$ cat config.mk
export PLATFORM = sky130hd
export DESIGN_NAME = adc_calibration_control
export DESIGN_NICKNAME = d
export VERILOG_FILES = /design/src/adc_cal_pkg.sv /design/src/cal_average_counter.sv /design/src/adc_calibration_control.sv
export VERILOG_INCLUDE_DIRS = /design/src /design/src/src
export SDC_FILE = /design/constraint.sdc
export NUM_CORES = 1
export LEC_CHECK = 0
export BUFFER_PORTS_ARGS = -buffer_cell sky130_fd_sc_hd__buf_2
export CAP_MARGIN = 20
export CORE_UTILIZATION = 57
export CTS_CLUSTER_SIZE = 20
export DETAILED_ROUTE_END_ITERATION = 8
export HOLD_SLACK_MARGIN = 0.05
export PLACE_DENSITY_LB_ADDON = 0.1
export SLEW_MARGIN = 25
export SYNTH_ARGS = -nofsm -noshare
export SYNTH_HDL_FRONTEND = slang
export SYNTH_HIERARCHICAL = 1
export SYNTH_SLANG_ARGS = --single-unit
$ cat constraint.sdc
create_clock -name mclk -period 5.3 [get_ports mclk]
set_input_delay 0 -clock mclk [delete_from_list [all_inputs] [get_ports mclk]]
set_output_delay 0 -clock mclk [all_outputs]
set_load 0.05 [all_outputs]
$ cat src/adc_cal_consts.svh
// Purpose: constants of the converter calibration control register
// Assumes: included by its bare name
// Notes: every field position, reset value and count lives here
`ifndef ADC_CAL_CONSTS_SVH
`define ADC_CAL_CONSTS_SVH

// register select address of the calibration control register
`define CAL_SFR_ADDR 8'hf5
// power-on contents of the whole register
`define CAL_RESET_VALUE 8'h00
// field positions
`define CAL_BUSY_BIT 7
`define CAL_GAIN_DIS_BIT 6
`define CAL_AVG_HI_BIT 5
`define CAL_AVG_LO_BIT 4
`define CAL_RSVD_BIT 3
`define CAL_ENABLE_BIT 2
`define CAL_TYPE_BIT 1
`define CAL_START_BIT 0
// average select codes
`define CAL_AVG_CODE_15 2'h0
`define CAL_AVG_CODE_1 2'h1
`define CAL_AVG_CODE_31 2'h2
`define CAL_AVG_CODE_63 2'h3
// readings per calibration for each code
`define CAL_AVG_COUNT_15 6'h0f
`define CAL_AVG_COUNT_1 6'h01
`define CAL_AVG_COUNT_31 6'h1f
`define CAL_AVG_COUNT_63 6'h3f
// widths of the reading counter, the result and the sum
`define CAL_CNT_W 6
`define CAL_RESULT_W 12
`define CAL_SUM_W 18
`define CAL_SUM_PAD 6'h00

`endif

$ cat src/adc_cal_pkg.sv
// Purpose: types shared by the calibration control logic
// Assumes: constants come from adc_cal_consts.svh
// Notes: none
package adc_cal_pkg;
  // calibration sequencer states
  typedef enum logic [1:0] {
    CAL_IDLE = 2'b00,
    CAL_SAMPLE = 2'b01,
    CAL_WAIT = 2'b10,
    CAL_FINISH = 2'b11
  } cal_state_t;

  // one register byte
  typedef logic [7:0] sfr_byte_t;
  // reading counter value
  typedef logic [5:0] cal_count_t;
  // converter result and running sum
  typedef logic [11:0] cal_result_t;
  typedef logic [17:0] cal_sum_t;
endpackage

$ cat src/cal_average_counter.sv
// Purpose: counts converter readings still owed by a calibration
// Assumes: load and step never coincide
// Notes: lastReading marks the final reading of the average
`timescale 1ns/1ps
module cal_average_counter (
  input wire logic mclk,
  input wire logic sys_rst,
  input wire logic load,
  input wire adc_cal_pkg::cal_count_t loadValue,
  input wire logic step,
  output logic lastReading
);
  import adc_cal_pkg::*;

  cal_count_t remaining;
  cal_count_t next_remaining;

  // reload at launch, count down one per finished reading
  always_comb begin
    next_remaining = remaining;
    if (load) begin
      next_remaining = loadValue;
    end else if (step && remaining != 6'h00) begin
      next_remaining = remaining - 6'h01;
    end
  end

  // register the count
  always_ff @(posedge mclk or posedge sys_rst) begin
    if (sys_rst) begin
      remaining <= 6'h00;
    end else begin
      remaining <= next_remaining;
    end
  end

  assign lastReading = (remaining == 6'h01);
endmodule // cal_average_counter

$ cat src/adc_calibration_control.sv
// Purpose: calibration control and status register of the 12-bit converter
// Assumes: convBusy, convDone and convResult come from converter logic on mclk
// Notes: sfrRdData shows the register one cycle after any change
//
// How it works
// - busy bit 7 reads high while a conversion or calibration runs; writes ignored.
// - busy drops by itself once the running cycle finishes.
// - gain calibration runs only while disable bit 6 is zero.
// - bits 5:4 pick 15, 1, 31 or 63 averaged readings.
// - bit 1 zero selects offset calibration, one selects gain calibration.
// - setting bit 0 starts calibration; hardware clears it at completion.
// - the register holds all zeros after reset.
`timescale 1ns/1ps
`include "adc_cal_consts.svh"
module adc_calibration_control (
  input wire logic mclk,
  input wire logic sys_rst,
  input wire adc_cal_pkg::sfr_byte_t sfrAddr,
  input wire logic sfrWrite,
  input wire adc_cal_pkg::sfr_byte_t sfrWrData,
  output adc_cal_pkg::sfr_byte_t sfrRdData,
  input wire logic convBusy,
  input wire logic convDone,
  input wire adc_cal_pkg::cal_result_t convResult,
  output logic calStartConv,
  output logic calMode,
  output logic calDone,
  output adc_cal_pkg::cal_sum_t calSum,
  output adc_cal_pkg::cal_count_t calReadings
);
  import adc_cal_pkg::*;

  cal_state_t state;
  cal_state_t next_state;
  logic [6:1] cfgBits;
  logic [6:1] next_cfgBits;
  logic startBit;
  logic next_startBit;
  logic next_calMode;
  logic next_calDone;
  logic suppressed;
  logic next_suppressed;
  cal_sum_t next_calSum;
  cal_count_t next_calReadings;
  sfr_byte_t next_sfrRdData;
  sfr_byte_t cfgEff;
  cal_count_t avgCount;
  logic wrSel;
  logic launch;
  logic launchSuppressed;
  logic busy;
  logic readingDone;
  logic lastReading;

  // write decode and the configuration seen by a launch this cycle
  assign wrSel = sfrWrite && (sfrAddr == `CAL_SFR_ADDR);
  assign cfgEff = wrSel ? sfrWrData : {1'b0, cfgBits, startBit};
  // a start is taken only when idle and the converter is free
  assign launch = (state == CAL_IDLE) && !convBusy && (startBit || cfgEff[`CAL_START_BIT]);
  // gain type with gain disabled runs no readings
  assign launchSuppressed = launch && cfgEff[`CAL_TYPE_BIT] && cfgEff[`CAL_GAIN_DIS_BIT];
  assign readingDone = (state == CAL_WAIT) && convDone;
  // busy covers normal conversions, a pending start and every non-idle state
  // a pending start counts as busy, so the launch cycle leaves no gap in busy
  assign busy = (state != CAL_IDLE) || convBusy || startBit;
  assign calStartConv = (state == CAL_SAMPLE);

  // readings per average from the select field
  always_comb begin
    avgCount = `CAL_AVG_COUNT_15;
    unique case (cfgEff[`CAL_AVG_HI_BIT:`CAL_AVG_LO_BIT])
      `CAL_AVG_CODE_15: avgCount = `CAL_AVG_COUNT_15;
      `CAL_AVG_CODE_1: avgCount = `CAL_AVG_COUNT_1;
      `CAL_AVG_CODE_31: avgCount = `CAL_AVG_COUNT_31;
      `CAL_AVG_CODE_63: avgCount = `CAL_AVG_COUNT_63;
    endcase
  end

  // register contents: config bits stored as written, start self-clears
  always_comb begin
    next_cfgBits = cfgBits;
    next_startBit = startBit;
    if (wrSel) begin
      next_cfgBits = sfrWrData[6:1];
    end
    if (state == CAL_FINISH) begin
      next_startBit = 1'b0;
    end else if (wrSel && sfrWrData[`CAL_START_BIT]) begin
      next_startBit = 1'b1;
    end
    // busy bit is never stored, so writes to it vanish
    next_sfrRdData = {busy, cfgBits, startBit};
  end

  // calibration sequencer
  always_comb begin
    next_state = state;
    next_calMode = calMode;
    next_calDone = 1'b0;
    next_suppressed = suppressed;
    next_calSum = calSum;
    next_calReadings = calReadings;
    unique case (state)
      CAL_IDLE: begin
        if (launch) begin
          next_calMode = cfgEff[`CAL_TYPE_BIT];
          next_suppressed = launchSuppressed;
          next_calSum = '0;
          next_calReadings = avgCount;
          next_state = launchSuppressed ? CAL_FINISH : CAL_SAMPLE;
        end
      end
      CAL_SAMPLE: begin
        next_state = CAL_WAIT;
      end
      CAL_WAIT: begin
        if (convDone) begin
          next_calSum = calSum + {`CAL_SUM_PAD, convResult};
          if (lastReading) begin
            next_calDone = 1'b1;
            next_state = CAL_FINISH;
          end else begin
            next_state = CAL_SAMPLE;
          end
        end
      end
      CAL_FINISH: begin
        next_state = CAL_IDLE;
      end
    endcase
  end

  // register all state
  always_ff @(posedge mclk or posedge sys_rst) begin
    if (sys_rst) begin
      state <= CAL_IDLE;
      cfgBits <= 6'h00;
      startBit <= 1'b0;
      calMode <= 1'b0;
      calDone <= 1'b0;
      suppressed <= 1'b0;
      calSum <= '0;
      calReadings <= 6'h00;
      sfrRdData <= `CAL_RESET_VALUE;
    end else begin
      state <= next_state;
      cfgBits <= next_cfgBits;
      startBit <= next_startBit;
      calMode <= next_calMode;
      calDone <= next_calDone;
      suppressed <= next_suppressed;
      calSum <= next_calSum;
      calReadings <= next_calReadings;
      sfrRdData <= next_sfrRdData;
    end
  end

  // readings still owed by the running calibration
  cal_average_counter readingCounter (
    .mclk(mclk),
    .sys_rst(sys_rst),
    .load(launch),
    .loadValue(avgCount),
    .step(readingDone),
    .lastReading(lastReading)
  );
endmodule // adc_calibration_control

==> results <==
- The flow ran to the end, and the final reports show no timing, DRC or antenna violations.
- Setup repair after global routing left no endpoint under its margin.
- The total power is 1.56 mW.
- CTS placed an instance of sky130_fd_sc_hd__clkbuf_8 at the clock tree root.
- For this run, global-route usage on met2 was measured as 42.3%.
- The number of cells upsized or downsized after cts is 0.
- For this run, the top clock speed supported by timing is 392 MHz.
- The transition time of the tightest slew-check pin is 0.907 ns.
- The count of yosys warnings during synthesis is 6.
- The die outline height is 68.8 um.
- After synthesis, the cell types taking the most area are sky130_fd_sc_hd__dfrtp_1 46%, sky130_fd_sc_hd__ha_1 7.4%, sky130_fd_sc_hd__nand2_1 4.9%.
- The post-synthesis to final-layout area growth is 23.0%.
- The count of input and output buffers is 66.
- The static leakage power is 1.62 nW.
- The final routed DRC violation total is 0.
- The cell area that synthesis handed to floorplanning was 2550 um2.
- The worst-case IR drop observed on VDD is 0.000265 V.
- Yosys mapped a number of flops with a built-in enable equal to 0.
- The number of hold-slack violations in the final timing report is 0.
- The library cells used most frequently in the layout, excluding fill and tap cells, are 66 x sky130_fd_sc_hd__buf_2, 47 x sky130_fd_sc_hd__dfrtp_1, 33 x sky130_fd_sc_hd__nand2_1.
- The aggregate global-route resource usage is 25.2%.
- The met3 layer usage reported by global route is 5.26%.
- For this run, the share of the core covered by cells in the final layout is 75.6%.
- The core footprint is 4140 um2.
- Summing over every cut layer, the via total after detailed routing is 2,132.
- The HPWL after detailed placement is 3.74 mm.
- The final layout net count is 381.
- Dividing the detail-routed via count by the number of cells gives 5.57.
- The period utilization is 48.2%.
- The starting DRC count in detailed routing is 164.
- The clock reaches the later pin of the worst-skew pair after 0.30 ns.
- The mean routed wirelength per cell is 14.3 um.
- The number of antenna diodes in the final layout is 0.
- Clock-pin slew was measured on the worst setup and hold paths at 0.10 ns.
- Once the clock tree was built, the setup fixing pass inserted 0 buffers.
- On the final layout, the worst hold slack is 0.125 ns.
- The global routing stage identified its most utilized layer as met2.
- The sum of routed wire length over all layers is 5.47 mm.
- The clock arrives with 0.0120 ns of skew.
- The worst-case clock buffer depth is 2.
- sky130_fd_sc_hd__dfrtp_1 takes more of the synthesized area than any other cell.
- Counting every sink on the clock net gives 47.
- The commonest non-fill, non-tap cell in the layout is sky130_fd_sc_hd__buf_2.
- The initial antenna violation count was 0.
- The largest fanout of any net on the critical path is 23.
- The number of slew-limit violations in the final report is 0.
- Headroom to the max-slew limit came out at 39.5%.
- In this run the power density over the cells is 497 nW/um2.
- The first global-routing pass estimated 8.71 mm of wire.
- Max-cap violations in this run came to 0.
- The initial utilization of the core area, before any placement, comes to 61.4%.
- The H-tree was split into 2 levels.
- The horizontal die dimension is 68.8 um.
- The worst path needs 2.55 ns of the cycle, external delays included.
- The total congestion overflow after global routing is 0.
- The critical path required time is 5.48 ns.
- The CTS tree is done.
- Counting every net in the synthesized netlist gives 304.
- The final-report setup violation count is 0.
- The boundary pin count is 68.
- Setup total negative slack on the finished layout was measured at 0 ns.
- Data on the critical path arrives at its endpoint at 2.73 ns.
- The synthesized instance count is 255.
- The die area is 4740 um2.
- After synthesis, the largest area contributor takes up 46.2% of total cell area.
- The first TritonRoute pass finished after 4 iterations.
- By startpoint and endpoint, the worst setup path is classified as input port to register.
- In the global route stage, met1 resource usage came out at 32.2%.
- Dividing the synthesized area by the synthesized cell count gives 9.99 um2.
- The total clock buffers created by CTS is 5.
- The pin count of the biggest net entering global routing is 42.
- Once detail routing completed, the nets flagged for antenna violations numbered 0.
- The tightest min-delay check is of the input port to register type.
- Among all flip-flop cells after synthesis, the most frequent one is sky130_fd_sc_hd__dfrtp_1.
- The number of distinct standard cells referenced by the synthesized netlist is 54.
- Of the synthesized area, sequential elements account for 46.2%.
- The flip-flop and latch count after synthesis is 47.
- The number of placement rows is 23.
- The congestion estimate from routability-driven global placement came to 0.834.
- The number of global-route vias before repair is 1,987.
- The fraction of registers with async set or reset after synthesis is 100%.
- The category of the worst setup path capture point is a register.
- The kind of start point of the critical path is an input port.
- In the final layout, the share of cells above drive strength 1 is 26.4%.
registers in the layout, summed over array words and instances (netlist names):
| signal | count |
|---|---|
| state | 2 |
| sfrRdData | 8 |
| cfgBits | 6 |
| readingCounter/remaining | 6 |
| calReadings | 4 |
| startBit | 1 |
| calSum | 18 |
| calDone | 1 |
| calMode | 1 |
cell usage after synthesis, types with 2 or more instances:
master,count
sky130_fd_sc_hd__or3_1,2
sky130_fd_sc_hd__or4b_1,2
sky130_fd_sc_hd__dfrtp_1,47
sky130_fd_sc_hd__a21oi_1,11
sky130_fd_sc_hd__or4_1,3
sky130_fd_sc_hd__nand2b_1,5
sky130_fd_sc_hd__mux2_2,5
sky130_fd_sc_hd__o21ai_0,11
sky130_fd_sc_hd__o21a_1,2
sky130_fd_sc_hd__o21ai_1,11
sky130_fd_sc_hd__nor2_1,14
sky130_fd_sc_hd__inv_1,13
sky130_fd_sc_hd__xor2_1,6
sky130_fd_sc_hd__a31oi_1,5
sky130_fd_sc_hd__buf_4,2
sky130_fd_sc_hd__xnor2_1,3
sky130_fd_sc_hd__buf_2,2
sky130_fd_sc_hd__o31ai_1,4
sky130_fd_sc_hd__nor2b_1,2
sky130_fd_sc_hd__nand3_1,12
sky130_fd_sc_hd__mux2i_1,4
sky130_fd_sc_hd__clkbuf_1,2
sky130_fd_sc_hd__a21o_1,3
sky130_fd_sc_hd__o2111ai_1,2
sky130_fd_sc_hd__buf_6,2
sky130_fd_sc_hd__a211oi_1,2
sky130_fd_sc_hd__ha_1,15
sky130_fd_sc_hd__nor3b_1,5
sky130_fd_sc_hd__nand2_1,33
worst max-delay path: stages:
cell and delay (ns):
sky130_fd_sc_hd__buf_2 0.09, sky130_fd_sc_hd__nand4b_1 0.21, sky130_fd_sc_hd__nor4_4 0.60, sky130_fd_sc_hd__a21oi_1 0.18, sky130_fd_sc_hd__or4_1 0.86, sky130_fd_sc_hd__inv_2 0.39
sky130_fd_sc_hd__inv_1 0.21, sky130_fd_sc_hd__nor2_1 0.13, sky130_fd_sc_hd__a31oi_1 0.05
logic make-up after synthesis:
logic type	share of synthesized area, %
AND/OR/NAND/NOR	17.3
adder cells (fa/ha/maj)	8.16
XOR/XNOR	3.10
AO/OA/AOI/OAI	17.1
other	0.147
multiplexers	3.78
flip-flops	46.2
buffers and inverters	4.23
worst paths after layout:
path / from / endpoint / slack (ns) / cells after the start
max in group asynchronous: sys_rst / calSum[14]$_DFFE_PP0P_ / 4.56 / 4
worst max-delay path: sfrAddr[1] / readingCounter/remaining[3]$_DFFE_PP0P_ / 2.75 / 9
worst max register to register: calSum[0]$_DFFE_PP0P_ / calSum[14]$_DFFE_PP0P_ / 2.81 / 9
worst min-delay path: sfrAddr[3] / cfgBits[2]$_DFFE_PP0N_ / 0.13 / 3
min in group asynchronous: sys_rst / readingCounter/remaining[2]$_DFFE_PP0P_ / 0.17 / 3
worst min register to register: cfgBits[6]$_DFFE_PP0N_ / sfrRdData[6]$_DFF_PP0_ / 0.38 / 0
repair_timing:
action	CTS	global route
hold endpoints to repair	57	0
setup endpoints to repair	0	0
hold buffers	10	0
routing by layer:
metal	share of wire (%)	routed length, um
met5	0	0
met4	1.4	74
met3	5.0	272
met2	48	2650
met1	45	2480
power by group:
part	total [mW]	internal, mW	leakage (nW)	switching, mW
Sequential	0.523	0.443	0.621	0.0791
Combinational	0.764	0.252	0.943	0.512
Clock	0.271	0.143	0.0587	0.128
Total	1.56	0.839	1.62	0.718
metrics by stage:
stage / instances / worst slack [ns] / instance area, um2
after global routing: 383 / 2.48 / 3130
final: 383 / 2.75 / 3130
after global placement: 364 / 2.15 / 2890
after detailed placement: 364 / 2.13 / 2890
after CTS: 382 / 2.47 / 3110
after floorplan: 255 / 2.68 / 2550
layout make-up:
| type | count | area (um2) |
|---|---|---|
| Timing Repair Buffer | 78 | 453 |
| Clock inverter | 3 | 47.5 |
| Multi-Input combinational cell | 186 | 1270 |
| Sequential cell | 47 | 1180 |
| Clock buffer | 5 | 68.8 |
| Fill cell | 325 | 1010 |
| Tap cell | 50 | 62.6 |
| Inverter | 14 | 52.6 |
Note: power is estimated with default switching activity, not from simulation.
